## src/pmc_pkg.sv

```systemverilog
package pmc_pkg;
   // clock and internal timebase
   localparam int CLK_PERIOD_NS = 10;
   localparam int TB_PERIOD_NS = 1000;
   localparam int TB_CYCLES = (TB_PERIOD_NS + CLK_PERIOD_NS - 1) / CLK_PERIOD_NS;
   localparam logic [7:0] TB_LAST = 8'(TB_CYCLES - 1);
   // sample rates in timebase ticks
   localparam int SAMPLE_DIV_DEF = 10000;
   localparam int WAKE_DIV_DEF = 166667;
   // register offsets
   localparam logic [7:0] OFS_INACT_TIME_L = 8'h25;
   localparam logic [7:0] OFS_INACT_TIME_H = 8'h26;
   localparam logic [7:0] OFS_MOTION_CFG = 8'h27;
   localparam logic [7:0] OFS_IRQ_MAP_ONE = 8'h2a;
   localparam logic [7:0] OFS_IRQ_MAP_TWO = 8'h2b;
   localparam logic [7:0] OFS_POWER = 8'h2d;
   localparam logic [7:0] OFS_FORCE_CHECK = 8'h2e;
   localparam logic [7:0] OFS_IRQ_STATUS = 8'h30;
   localparam logic [7:0] OFS_IRQ_CLEAR = 8'h31;
   localparam logic [7:0] OFS_IRQ_ENABLE = 8'h32;
   // field positions
   localparam int MDC_LINK_POS = 4;
   localparam int FORCE_POS = 0;
   localparam int EV_DOZE_POS = 0;
   localparam int EV_WOKE_POS = 1;
   localparam int EV_START_POS = 2;
   localparam int EV_W = 3;
   // reset values
   localparam logic [7:0] PWR_RESET = 8'h00;
   localparam logic [7:0] FORCE_RESET = 8'h00;
   localparam logic [7:0] MDC_RESET = 8'h00;
   localparam logic [7:0] MAP_RESET = 8'h00;
   localparam logic [15:0] INACT_RESET = 16'h0000;
   localparam logic [7:0] RDATA_IDLE = 8'h00;
   // run-state and noise codes
   localparam logic [1:0] RUN_STANDBY = 2'h0;
   localparam logic [1:0] RUN_RUN_STATE_SELECT = 2'h2;
   typedef enum logic [1:0] {
      PMC_NOISE_NORMAL = 2'h0,
      PMC_NOISE_LOW = 2'h1,
      PMC_NOISE_ULTRA = 2'h2
   } pmc_noise_t;
   localparam logic [1:0] NOISE_RSV = 2'h3;
   // operating state, gray along idle, run, doze
   typedef enum logic [1:0] {
      PMC_ST_IDLE = 2'h0,
      PMC_ST_RUN = 2'h1,
      PMC_ST_DOZE = 2'h3
   } pmc_state_t;
   // power register layout
   typedef struct packed {
      logic rsv;
      logic ext_tb;
      logic [1:0] noise;
      logic wake_cycle;
      logic auto_doze;
      logic [1:0] run;
   } pmc_power_t;
   // interrupt pin map layout
   typedef struct packed {
      logic act_low;
      logic [6:0] fmap;
   } pmc_map_t;
endpackage

```

## src/pmc_sync.sv

```systemverilog
`timescale 1ns/1ps
`default_nettype none
module pmc_sync #(
   parameter int W = 1
) (
   // clock, reset, enable
   input wire logic clk_in,
   input wire logic rst_b_in,
   input wire logic ce_in,
   // asynchronous level and its synchronised copy
   input wire logic [W-1:0] async_in,
   output logic [W-1:0] sync_out
);
   logic [W-1:0] meta_q;
   logic [W-1:0] sync_q;

   // two flops; only the second reads the first
   always_ff @(posedge clk_in)
   begin
      if (!rst_b_in)
      begin
         meta_q <= '0;
         sync_q <= '0;
      end
      else if (ce_in)
      begin
         meta_q <= async_in;
         sync_q <= meta_q;
      end
   end

   assign sync_out = sync_q;
endmodule
`default_nettype wire

```

## src/pmc_irq_pin.sv

```systemverilog
`timescale 1ns/1ps
`default_nettype none
module pmc_irq_pin (
   // clock, reset, enable
   input wire logic clk_in,
   input wire logic rst_b_in,
   input wire logic ce_in,
   // configuration and function levels
   input wire pmc_pkg::pmc_map_t map_in,
   input wire logic inhibit_in,
   input wire logic [6:0] func_in,
   // pin drive
   output logic pin_out,
   output logic pin_oe_out
);
   logic pin_q;
   logic oe_q;

   // mapped functions are or'ed; unmapped pin floats
   wire any_mapped = |map_in.fmap;
   wire hit = |(map_in.fmap & func_in);
   wire pol_low = map_in.act_low;

   // register level and enable
   always_ff @(posedge clk_in)
   begin
      if (!rst_b_in)
      begin
         pin_q <= 1'b0;
         oe_q <= 1'b0;
      end
      else if (ce_in)
      begin
         pin_q <= hit ^ pol_low;
         oe_q <= any_mapped && !inhibit_in;
      end
   end

   assign pin_out = pin_q;
   assign pin_oe_out = oe_q;
endmodule
`default_nettype wire

```

## src/pmc_power_mode_control.sv

```systemverilog
// Implementation choice: strobed register access.
`timescale 1ns/1ps
`default_nettype none
module pmc_power_mode_control #(
   parameter int SAMPLE_DIV = pmc_pkg::SAMPLE_DIV_DEF,
   parameter int WAKE_DIV = pmc_pkg::WAKE_DIV_DEF
) (
   // clock, reset, enable
   input wire logic clk_in,
   input wire logic rst_b_in,
   input wire logic ce_in,
   // register port
   input wire logic [7:0] reg_addr_in,
   input wire logic [7:0] reg_wdata_in,
   input wire logic reg_wr_in,
   input wire logic reg_rd_in,
   output logic [7:0] reg_rdata_out,
   // motion detection levels
   input wire logic inactive_in,
   input wire logic active_in,
   input wire logic [5:0] func_status_in,
   // interrupt pins
   input wire logic irq_pin_one_in,
   output logic irq_pin_one_out,
   output logic irq_pin_one_oe_out,
   output logic irq_pin_two_out,
   output logic irq_pin_two_oe_out,
   // mode outputs
   output logic run_active_out,
   output pmc_pkg::pmc_noise_t noise_mode_out,
   output logic wake_mode_out,
   output logic awake_out,
   output logic [2:0] force_check_out,
   output logic sample_tick_out,
   output logic irq_out
);
   // register file
   pmc_pkg::pmc_power_t pwr_q;
   logic [7:0] force_q;
   logic [7:0] mdc_q;
   logic [15:0] inact_time_q;
   pmc_pkg::pmc_map_t map_one_q;
   pmc_pkg::pmc_map_t map_two_q;
   logic [pmc_pkg::EV_W-1:0] sts_q;
   logic [pmc_pkg::EV_W-1:0] ien_q;
   logic [7:0] rdata_q;
   // timing and state
   pmc_pkg::pmc_state_t state_q;
   pmc_pkg::pmc_state_t state_d;
   logic [7:0] tb_cnt_q;
   logic [19:0] smp_cnt_q;
   logic [15:0] inact_cnt_q;
   logic pin_prev_q;
   logic pin_sync;
   // registered outputs
   logic run_q;
   pmc_pkg::pmc_noise_t noise_q;
   logic wake_q;
   logic awake_q;
   logic tick_q;
   logic irq_q;

   localparam logic [19:0] SAMPLE_LAST = 20'(SAMPLE_DIV - 1);
   localparam logic [19:0] WAKE_LAST = 20'(WAKE_DIV - 1);

   // write decode
   wire wr_pwr = reg_wr_in && (reg_addr_in == pmc_pkg::OFS_POWER);
   wire wr_force = reg_wr_in && (reg_addr_in == pmc_pkg::OFS_FORCE_CHECK);
   wire wr_mdc = reg_wr_in && (reg_addr_in == pmc_pkg::OFS_MOTION_CFG);
   wire wr_itl = reg_wr_in && (reg_addr_in == pmc_pkg::OFS_INACT_TIME_L);
   wire wr_ith = reg_wr_in && (reg_addr_in == pmc_pkg::OFS_INACT_TIME_H);
   wire wr_map1 = reg_wr_in && (reg_addr_in == pmc_pkg::OFS_IRQ_MAP_ONE);
   wire wr_map2 = reg_wr_in && (reg_addr_in == pmc_pkg::OFS_IRQ_MAP_TWO);
   wire wr_clr = reg_wr_in && (reg_addr_in == pmc_pkg::OFS_IRQ_CLEAR);
   wire wr_ien = reg_wr_in && (reg_addr_in == pmc_pkg::OFS_IRQ_ENABLE);

   // read selection, unmapped and write-only offsets read zero
   wire [7:0] rd_mux =
      (reg_addr_in == pmc_pkg::OFS_POWER) ? pwr_q :
      (reg_addr_in == pmc_pkg::OFS_FORCE_CHECK) ? force_q :
      (reg_addr_in == pmc_pkg::OFS_MOTION_CFG) ? mdc_q :
      (reg_addr_in == pmc_pkg::OFS_INACT_TIME_L) ? inact_time_q[7:0] :
      (reg_addr_in == pmc_pkg::OFS_INACT_TIME_H) ? inact_time_q[15:8] :
      (reg_addr_in == pmc_pkg::OFS_IRQ_MAP_ONE) ? map_one_q :
      (reg_addr_in == pmc_pkg::OFS_IRQ_MAP_TWO) ? map_two_q :
      (reg_addr_in == pmc_pkg::OFS_IRQ_STATUS) ? {5'h00, sts_q} :
      (reg_addr_in == pmc_pkg::OFS_IRQ_ENABLE) ? {5'h00, ien_q} :
      pmc_pkg::RDATA_IDLE;
   wire [7:0] rdata_d = reg_rd_in ? rd_mux : pmc_pkg::RDATA_IDLE;

   // configuration registers
   always_ff @(posedge clk_in)
   begin
      if (!rst_b_in)
      begin
         pwr_q <= pmc_pkg::PWR_RESET;
         force_q <= pmc_pkg::FORCE_RESET;
         mdc_q <= pmc_pkg::MDC_RESET;
         inact_time_q <= pmc_pkg::INACT_RESET;
         map_one_q <= pmc_pkg::MAP_RESET;
         map_two_q <= pmc_pkg::MAP_RESET;
      end
      else if (ce_in)
      begin
         if (wr_pwr) pwr_q <= reg_wdata_in;
         if (wr_force) force_q <= reg_wdata_in;
         if (wr_mdc) mdc_q <= reg_wdata_in;
         if (wr_itl) inact_time_q[7:0] <= reg_wdata_in;
         if (wr_ith) inact_time_q[15:8] <= reg_wdata_in;
         if (wr_map1) map_one_q <= reg_wdata_in;
         if (wr_map2) map_two_q <= reg_wdata_in;
      end
   end

   // read data stands for the one cycle after the strobe
   always_ff @(posedge clk_in)
   begin
      if (!rst_b_in)
         rdata_q <= pmc_pkg::RDATA_IDLE;
      else if (ce_in)
         rdata_q <= rdata_d;
   end

   // field decode
   wire run_meas = (pwr_q.run == pmc_pkg::RUN_RUN_STATE_SELECT);
   wire ext_sel = pwr_q.ext_tb;
   wire doze_ok = pwr_q.auto_doze && mdc_q[pmc_pkg::MDC_LINK_POS];
   wire inact_hit = inactive_in && (inact_cnt_q >= inact_time_q);
   // reserved noise code falls back to normal
   wire [1:0] noise_code = (pwr_q.noise == pmc_pkg::NOISE_RSV) ? 2'(pmc_pkg::PMC_NOISE_NORMAL) : pwr_q.noise;

   // external timebase pin passes two flops first
   pmc_sync #(
      .W(1)
   ) u_pin_sync (
      .clk_in(clk_in),
      .rst_b_in(rst_b_in),
      .ce_in(ce_in),
      .async_in(irq_pin_one_in),
      .sync_out(pin_sync)
   );

   wire pin_rise = pin_sync && !pin_prev_q;
   wire int_tick = (tb_cnt_q == pmc_pkg::TB_LAST);
   wire tb_tick = ext_sel ? pin_rise : int_tick;

   // internal oscillator divider and pin edge history
   always_ff @(posedge clk_in)
   begin
      if (!rst_b_in)
      begin
         tb_cnt_q <= 8'h00;
         pin_prev_q <= 1'b0;
      end
      else if (ce_in)
      begin
         tb_cnt_q <= int_tick ? 8'h00 : tb_cnt_q + 8'h01;
         pin_prev_q <= pin_sync;
      end
   end

   // operating state
   always_comb
   begin
      state_d = state_q;
      case (state_q)
         pmc_pkg::PMC_ST_IDLE:
            if (run_meas) state_d = pmc_pkg::PMC_ST_RUN;
         pmc_pkg::PMC_ST_RUN:
            if (!run_meas) state_d = pmc_pkg::PMC_ST_IDLE;
            else if (doze_ok && inact_hit) state_d = pmc_pkg::PMC_ST_DOZE;
         pmc_pkg::PMC_ST_DOZE:
            if (!run_meas) state_d = pmc_pkg::PMC_ST_IDLE;
            else if (!doze_ok || active_in) state_d = pmc_pkg::PMC_ST_RUN;
         default:
            state_d = pmc_pkg::PMC_ST_IDLE;
      endcase
   end

   always_ff @(posedge clk_in)
   begin
      if (!rst_b_in)
         state_q <= pmc_pkg::PMC_ST_IDLE;
      else if (ce_in)
         state_q <= state_d;
   end

   // sample pacing, slow in wake-up or doze
   wire running = (state_q != pmc_pkg::PMC_ST_IDLE);
   wire dozing = (state_q == pmc_pkg::PMC_ST_DOZE);
   wire wake_mode = running && (pwr_q.wake_cycle || dozing);
   wire [19:0] smp_last = wake_mode ? WAKE_LAST : SAMPLE_LAST;
   wire smp_wrap = (smp_cnt_q >= smp_last);
   wire smp_tick = running && tb_tick && smp_wrap;

   always_ff @(posedge clk_in)
   begin
      if (!rst_b_in)
         smp_cnt_q <= 20'h0_0000;
      else if (ce_in)
      begin
         if (!running) smp_cnt_q <= 20'h0_0000;
         else if (tb_tick) smp_cnt_q <= smp_wrap ? 20'h0_0000 : smp_cnt_q + 20'h0_0001;
      end
   end

   // inactivity timer counts samples at the current rate
   wire inact_max = (inact_cnt_q == 16'hffff);
   always_ff @(posedge clk_in)
   begin
      if (!rst_b_in)
         inact_cnt_q <= 16'h0000;
      else if (ce_in)
      begin
         if (!inactive_in || !running) inact_cnt_q <= 16'h0000;
         else if (smp_tick && !inact_max) inact_cnt_q <= inact_cnt_q + 16'h0001;
      end
   end

   // events into sticky status, a set beats a clear
   wire [pmc_pkg::EV_W-1:0] ev;
   assign ev[pmc_pkg::EV_DOZE_POS] = (state_q == pmc_pkg::PMC_ST_RUN) && (state_d == pmc_pkg::PMC_ST_DOZE);
   assign ev[pmc_pkg::EV_WOKE_POS] = dozing && (state_d == pmc_pkg::PMC_ST_RUN);
   assign ev[pmc_pkg::EV_START_POS] = !running && (state_d == pmc_pkg::PMC_ST_RUN);
   wire [pmc_pkg::EV_W-1:0] clr = wr_clr ? reg_wdata_in[pmc_pkg::EV_W-1:0] : '0;
   wire [pmc_pkg::EV_W-1:0] sts_d = (sts_q & ~clr) | ev;

   always_ff @(posedge clk_in)
   begin
      if (!rst_b_in)
      begin
         sts_q <= '0;
         ien_q <= '0;
      end
      else if (ce_in)
      begin
         sts_q <= sts_d;
         if (wr_ien) ien_q <= reg_wdata_in[pmc_pkg::EV_W-1:0];
      end
   end

   // registered mode outputs
   always_ff @(posedge clk_in)
   begin
      if (!rst_b_in)
      begin
         run_q <= 1'b0;
         noise_q <= pmc_pkg::PMC_NOISE_NORMAL;
         wake_q <= 1'b0;
         awake_q <= 1'b0;
         tick_q <= 1'b0;
         irq_q <= 1'b0;
      end
      else if (ce_in)
      begin
         run_q <= running;
         noise_q <= pmc_pkg::pmc_noise_t'(noise_code);
         wake_q <= wake_mode;
         awake_q <= (state_q == pmc_pkg::PMC_ST_RUN);
         tick_q <= smp_tick;
         irq_q <= |(sts_d & ien_q);
      end
   end

   // interrupt pins, pin one released while it is the timebase
   wire [6:0] func_vec = {awake_q, func_status_in};
   pmc_irq_pin u_pin_one (
      .clk_in(clk_in),
      .rst_b_in(rst_b_in),
      .ce_in(ce_in),
      .map_in(map_one_q),
      .inhibit_in(ext_sel),
      .func_in(func_vec),
      .pin_out(irq_pin_one_out),
      .pin_oe_out(irq_pin_one_oe_out)
   );
   pmc_irq_pin u_pin_two (
      .clk_in(clk_in),
      .rst_b_in(rst_b_in),
      .ce_in(ce_in),
      .map_in(map_two_q),
      .inhibit_in(1'b0),
      .func_in(func_vec),
      .pin_out(irq_pin_two_out),
      .pin_oe_out(irq_pin_two_oe_out)
   );

   // outputs
   assign reg_rdata_out = rdata_q;
   assign run_active_out = run_q;
   assign noise_mode_out = noise_q;
   assign wake_mode_out = wake_q;
   assign awake_out = awake_q;
   assign force_check_out = {3{force_q[pmc_pkg::FORCE_POS]}};
   assign sample_tick_out = tick_q;
   assign irq_out = irq_q;
endmodule
`default_nettype wire

```

## config.mk

```make
export PLATFORM = sky130hd
export DESIGN_NAME = pmc_power_mode_control
export DESIGN_NICKNAME = d
export VERILOG_FILES = /design/src/pmc_pkg.sv /design/src/pmc_sync.sv /design/src/pmc_irq_pin.sv /design/src/pmc_power_mode_control.sv
export SDC_FILE = /design/constraint.sdc
export NUM_CORES = 1
export LEC_CHECK = 0
export ABC_AREA = 1
export BUFFER_PORTS_ARGS = -buffer_cell sky130_fd_sc_hd__buf_2
export CAP_MARGIN = 30
export CORE_MARGIN = 10
export CORE_UTILIZATION = 61
export CTS_CLUSTER_DIAMETER = 150
export CTS_CLUSTER_SIZE = 12
export DETAILED_ROUTE_END_ITERATION = 8
export PLACE_DENSITY = 0.81
export SYNTH_ARGS = -nofsm -noshare
export SYNTH_HDL_FRONTEND = slang
export SYNTH_SLANG_ARGS = --single-unit
```

## constraint.sdc

```tcl
create_clock -name clk_in -period 2.7 [get_ports clk_in]
set_clock_uncertainty 0.05 [all_clocks]
set_input_delay 0.405 -clock clk_in [delete_from_list [all_inputs] [get_ports clk_in]]
set_output_delay 0.405 -clock clk_in [all_outputs]
set_load 0.005 [all_outputs]
```

==> results by group, run 1 <==
Status
  – Status: completed

Global routing
  – Met1 Use GR: 29.5%
  – Gr ovfl total: 0
  – Layer with the highest usage: met2
  – Gr usage total: 23.1%
  – First-pass GRT wire length: 31.0 mm
  – Vias in the first global route: 6,347
  – Met3 global-route usage: 4.72%
  – Initial antenna violation count: 0
  – Largest net degree at the start of global routing: 36
  – Met2 usage: 36.9%

Run
  – Max-cap check violation count: 0

Yosys
  – Avg Cell Area, Syn: 6.90 sq um
  – Largest family of logic cells by synthesized area: simple AND/OR/NAND/NOR gates
  – Top_reg_cell synth: dfxtp_1
  – Synth area leader: dfxtp_1
  – Compound-Gate Fraction of Synth Area: 17.1%
  – Synth unique cells: 43
  – Multiplexer share of the synthesized area: 0%
  – Post-Synth Simple-Gate Area: 28.9%
  – Mapped Cells: 1,040
  – Most instantiated library cell after synthesis: nand2_1
  – Largest cells by area after synthesis: dfxtp_1 36%, nand2_1 8.9%, a21oi_1 7.3%, inv_1 7.3%, o21ai_0 6.6%
  – Synth Register Bits: 130
  – Synth Cell Area: 7180 sq um
  – Async set-reset flop share out of synthesis: 0%
  – Area share of the largest cell type after synthesis: 36.2%
  – Number of synthesized flops with an enable pin: 0
  – Sequential area share after synthesis: 36.2%
  – Post-Synth XOR/XNOR Area: 2.44%
  – Syn_nets: 1,096
  – Post-synthesis adder-cell area fraction: 4.53%
  – Commonest cells post-synth: 170 x nand2_1, 140 x inv_1, 130 x dfxtp_1
  – Yosys Warn Count: 0

Die
  – Ports: 52
  – Cell row count: 39
  – Die area: 16,500 sq um
  – Die H: 128 microns
  – Starting density of the core: 62.6%
  – Core Region: 11,500 sq um
  – Die Wd: 128 microns

Setup path
  – Crit end category: flop
  – Worst Path Max Fanout: 12
  – Startpoint Class: flop
  – Worst R2R Start: state_q[1]
  – Delay-heaviest family, CP: simple AND/OR/NAND/NOR gates
  – Critical Path Stages: 14
  – Setup crit end: inact_cnt_q[8]
  – CP arrival: 2.78 ns
  – Worst Setup Path Type: reg -> reg
  – Critical Path Source: state_q[1]
  – Reg2Reg Setup Slack: 0.22 ns
  – Reg2reg path depth: 14
  – Cell repeated most along the worst path: nand2_1
  – Worst Path Required: 3.00 ns
  – FF-to-FF End: inact_cnt_q[8]
  – Cell chain of the critical path: nand2_1 > a21oi_1 > inv_1 > ha_1 > inv_1 > nor2_1 > nand2_1 > nand2_1 > a21oi_2 > nand4_4 > nand3_4 > buf_4 > nand3_1 > a21oi_2
  – Crit path buf inv count: 3
  – CP max-delay cell: dfxtp_1
  – CP max stage delay: 0.45 ns

Timing
  – Setup TNS: 0 ns
  – Min Clock Period, post-route: 2.48 ns
  – Slew Limit Fails: 0
  – Slew @ Worst Pin: 0.734 ns
  – Tcrit/Tclk final: 91.8%
  – FMAX: 0.404 GHz
  – Slew headroom: 51.1%
  – Final hold vios: 0
  – RSZ-0062 raised after global routing: no
  – Final setup vio count: 0

Power and ir drop
  – P_leak: 3.25 nW
  – Pwr dens: 574 nW/um^2
  – Peak VDD IR: 719 uV

Cells and area
  – Final core utilization: 70.8%
  – Final Net Count: 1,140
  – N_diodes: 0
  – Share of layout cells above drive strength 1: 13.6%
  – Area delta synth->final: 13.1%

Routing
  – Vias per cell: 5.59
  – Routed WL per cell: 15.3 microns
  – Drt drc: 0
  – Vias: 6,919
  – Initial DRC count: 680
  – Drt total wl: 19.0 mm
  – ANT nets after route: 0
  – DRT Pass-1 Iters: 5

Worst hold path
  – HP Start: irq_pin_one_in
  – Worst hold path class: in -> reg

Clock tree
  – Total clock sinks: 130
  – H-tree Lvls: 4
  – Longest Clk Path Bufs: 2
  – Clock transition at path regs: 0.05 ns
  – Skew-Pair Late Insertion Delay: 0.42 ns
  – TritonCTS Buffers: 17
  – CTS tree: built
  – Clock root buffer master: clkbuf_16

Placement
  – Port Buf Inserts: 51
  – GP Congestion: 0.927
  – HPWL Detailed: 13.5 mm
-- tightest hold or removal path: cells and delay by family --
kind                   cells  cell delay, ns
buffers and inverters      1            0.07
and+or+nand+nor            2            0.12
-- state kept, by name, indices dropped and copies added (netlist names), 2 cells and up --
signal,count
force_q,8
ien_q,3
inact_cnt_q,16
inact_time_q,16
map_one_q,8
map_two_q,8
mdc_q,8
noise_mode_out,2
pwr_q,7
reg_rdata_out,8
smp_cnt_q,20
state_q,2
sts_q,3
tb_cnt_q,8
-- area by class of cell --
cell class,count,area [sq um]
sequential,130,2600
fill,947,3350
timing repair buffer,63,345
clock buffer,25,485
tap,143,179
multi-input combinational,720,3810
clock inverter,5,125
inverter,152,571
-- logic make-up after synthesis --
logic type | Yosys count
flip-flops | 130
adder cells (fa/ha/maj) | 26
XOR/XNOR | 20
AO/OA/AOI/OAI | 233
buffers and inverters | 190
AND/OR/NAND/NOR | 441
-- report_power, final --
part | internal (mW) | switching (mW) | total, mW
registers | 1.94 | 0.0203 | 1.96
clock network | 1.61 | 0.801 | 2.41
logic | 0.0870 | 0.201 | 0.288
total | 3.64 | 1.02 | 4.66
-- cells in the final DEF (no fill, tap or decap), drive strengths merged --
cell,count
a211oi,1
a21oi,114
a31oi,1
and3,1
buf,63
bufinv,4
clkbuf,25
clkinv,4
dfxtp,130
ha,26
inv,149
nand2,188
nand3,62
nand3b,2
nand4,24
nor2,125
nor3,30
nor3b,2
nor4,6
o21a,2
o21ai,104
o21bai,3
o22ai,7
o41ai,1
or2,1
xnor2,2
xor2,18
-- how the worst min path moves through the flow --
stage	end	slack, ns	depth (start not counted)
after floorplan	smp_cnt_q[19]	0.37	2
after global placement	smp_cnt_q[19]	0.38	2
after detailed placement	smp_cnt_q[19]	0.38	2
after CTS	u_pin_sync.meta_q	0.16	3
after global routing	u_pin_sync.meta_q	0.20	3
final	u_pin_sync.meta_q	0.17	3
-- metrics by stage --
step	power (mW)	hold slack (ns)	cell area, sq um	worst slack [ns]	instances
finish	4.66	0.168	8120	0.222	1238
global route	4.79	0.198	8120	0.0239	1238
CTS	4.67	0.159	8110	0.173	1238
detailed placement	2.28	0.379	7500	0.196	1208
global placement	2.28	0.378	7500	0.298	1208
floorplan	2.18	0.368	7180	0.354	1040
-- metal layers --
layer	wire length, microns	vias up
met5	0	-
met4	551	0
met3	1410	49
met2	8680	247
met1	8300	3130
li1	-	3493
-- what timing repair did --
item / in CTS / in global routing
buffers inserted: 0 / 0
resized for setup: 0 / 2
endpoints found under the setup margin: 0 / 15
hold buffers: 0 / 0
No activity file was read; power rests on OpenSTA's default activity.
==> run 2: changes to the inputs <==
CTS_BUF_LIST = sky130_fd_sc_hd__clkbuf_8   (was unset)
==> results by group, run 2 (synthesis results as in run 1) <==
Setup path
  – CP max stage delay: 0.45 ns (about the same)
  – Worst Path Required: 3.03 ns (+0.03 ns)
  – Cell repeated most along the worst path: nand2_1
  – CP arrival: 2.78 ns (about the same)
  – CP max-delay cell: dfxtp_1
  – Crit path buf inv count: 3 (unchanged)
  – Startpoint Class: flop
  – Worst Path Max Fanout: 12 (unchanged)
  – Delay-heaviest family, CP: simple AND/OR/NAND/NOR gates
  – Crit end category: flop
  – Cell chain of the critical path: nand2_1 > a21oi_1 > inv_1 > ha_1 > inv_1 > nor2_1 > nand2_1 > nand2_1 > a21oi_2 > nand4_4 > nand3_4 > buf_4 > nand3_1 > a21oi_2
  – Worst Setup Path Type: reg -> reg

Cells and area
  – Share of layout cells above drive strength 1: 13.6% (unchanged)
  – N_diodes: 0 (unchanged)
  – Most frequent cells in the layout: 170 x nand2_1, 145 x inv_1, 129 x dfxtp_1
  – Flip-flop count of the largest register after layout: 20 (unchanged)
  – Fin cells: 1,238 (unchanged)
  – Commonest non-fill, non-tap cell in the layout: nand2_1
  – Area delta synth->final: 10.4%
  – Biggest register: smp_cnt_q
  – # fillers: 989 (+4.4%)
  – Biggest regs: smp_cnt_q x20, inact_cnt_q x16, inact_time_q x16
  – Final Net Count: 1,140 (unchanged)

Power and ir drop
  – Net Sw Frac: 23.4% (+1.5 points)
  – Switching pwr: 0.941 mW (-8.0%)
  – P_leak: 3.18 nW (-2.1%)
  – Clock power frac: 44.1% (-7.6 points)
  – Pwr dens: 507 nW/um^2 (-12%)
  – Internal: 3.08 mW (-15%)
  – Sequential power share: 48.8% (+6.7 points)
  – Post-layout power: 4.02 mW (-14%)
  – Peak VDD IR: 700 uV (-2.7%)
  – Gate power share: 7.1% (+0.9 points)

Worst hold path
  – Worst hold path class: in -> reg

Global routing
  – Initial antenna violation count: 0 (unchanged)
  – Vias in the first global route: 6,232 (-1.8%)
  – Gr ovfl total: 0 (unchanged)
  – Gr usage total: 22.5% (-0.53 points)
  – First-pass GRT wire length: 30.4 mm (-1.8%)
  – Largest net degree at the start of global routing: 36 (unchanged)

Routing
  – DRT Pass-1 Iters: 6 (+1)
  – Vias: 6,939 (+0.29%)
  – Drt drc: 0 (unchanged)
  – ANT nets after route: 0 (unchanged)
  – Drt total wl: 18.7 mm (-1.5%)
  – Vias per cell: 5.61 (+0.29%)
  – Routed WL per cell: 15.1 microns (-1.5%)
  – Initial DRC count: 761 (+12%)

Timing
  – Slew @ Worst Pin: 0.739 ns (+0.00515 ns)
  – WHS: 0.139 ns (-0.0291 ns)
  – Slew headroom: 50.7% (-0.34 points)
  – Slew Limit Fails: 0 (unchanged)
  – Setup ws final: 0.256 ns (+0.0335 ns)
  – Setup TNS: 0 ns (unchanged)
  – Tcrit/Tclk final: 90.5% (-1.2 points)
  – Final setup vio count: 0 (unchanged)
  – Final hold vios: 0 (unchanged)
  – FMAX: 0.409 GHz (+1.4%)
  – Min Clock Period, post-route: 2.44 ns (-0.0335 ns)
  – RSZ-0062 raised after global routing: no

Clock tree
  – Cts hold-fix bufs: 0 (unchanged)
  – Skew-Pair Late Insertion Delay: 0.45 ns (+0.03 ns)
  – Longest Clk Path Bufs: 2 (unchanged)
  – Clock root buffer master: clkbuf_8
  – Clock transition at path regs: 0.07 ns (+0.02 ns)
  – Post-CTS Setup Bufs: 0 (unchanged)
  – H-tree Lvls: 4 (unchanged)
  – Total clock sinks: 130 (unchanged)
  – CTS tree: built
  – TritonCTS Buffers: 17 (unchanged)

Run
  – Max-cap check violation count: 0 (unchanged)

Die
  – Die H: 128 microns (unchanged)
  – Cell row count: 39 (unchanged)
  – Die Wd: 128 microns (unchanged)
  – Core Region: 11,500 sq um (unchanged)
  – Die area: 16,500 sq um (unchanged)
  – Ports: 52 (unchanged)
  – Starting density of the core: 62.6% (unchanged)

Placement
  – Pre-CTS setup slack: 0.196 ns (unchanged)
  – Placed insts: 1,208 (unchanged)
  – GP Congestion: 0.927 (unchanged)
  – HPWL Detailed: 13.5 mm (unchanged)
  – Port Buf Inserts: 51 (unchanged)

Status
  – Status: completed
-- run 2: cell count changes in the layout (fill, tap and decap cells not counted), sizes merged --
cell	before	now
inv	149	154
clkbuf	25	20
-- run 2: per-stage QoR --
step	instance area [sq um]	util, %
finish	7930	69.1
global route	7930	69.1
CTS	7920	69.1
detailed placement	7500	65.4
global placement	7500	65.4
floorplan	7180	-
-- run 2: metal layers --
metal  track usage (%)  part of all wire [%]  vias up
met3              4.76                   8.3       51
met4              8.45                   2.4        0
met5                 0                     0        -
met1              29.6                    43     3130
li1                  -                     -     3486
met2              35.6                    46      272
-- run 2: path summary, 6_finish.rpt --
kind	from	endpoint	slack [ns]	depth (start not counted)
max	state_q[1]	inact_cnt_q[8]	0.26	14
min	irq_pin_one_in	u_pin_sync.meta_q	0.14	3
max reg2reg	state_q[1]	inact_cnt_q[8]	0.26	14
min reg2reg	smp_cnt_q[19]	smp_cnt_q[19]	0.39	2
-- run 2: layout make-up --
cell class	instances	area, sq um	area share, %
clock buffers	20	275	3.47
well taps	143	179	2.26
clock inverters	10	144	1.81
repair buffers	63	345	4.36
multi-input cells	720	3810	48.1
flip-flops and latches	130	2600	32.8
inverters	152	571	7.20
-- run 2: timing repair --
item | in CTS | in global routing
setup endpoints to repair | 0 | 16
endpoints found under the hold margin | 0 | 0
gates resized for setup | 0 | 2
-- run 2: worst min-delay path, stage by stage --
cell,delay (ns)
buf_2,0.07
nor2_1,0.04
nor2_1,0.08
-- run 2: power groups by stage --
stage / logic [mW] / registers (mW) / clock network [mW]
detailed placement: 0.280 / 2.00 / 0
global placement: 0.276 / 2.00 / 0
CTS: 0.281 / 1.96 / 1.79
finish: 0.287 / 1.96 / 1.77
global route: 0.322 / 1.96 / 1.87
floorplan: 0.182 / 2.00 / 0
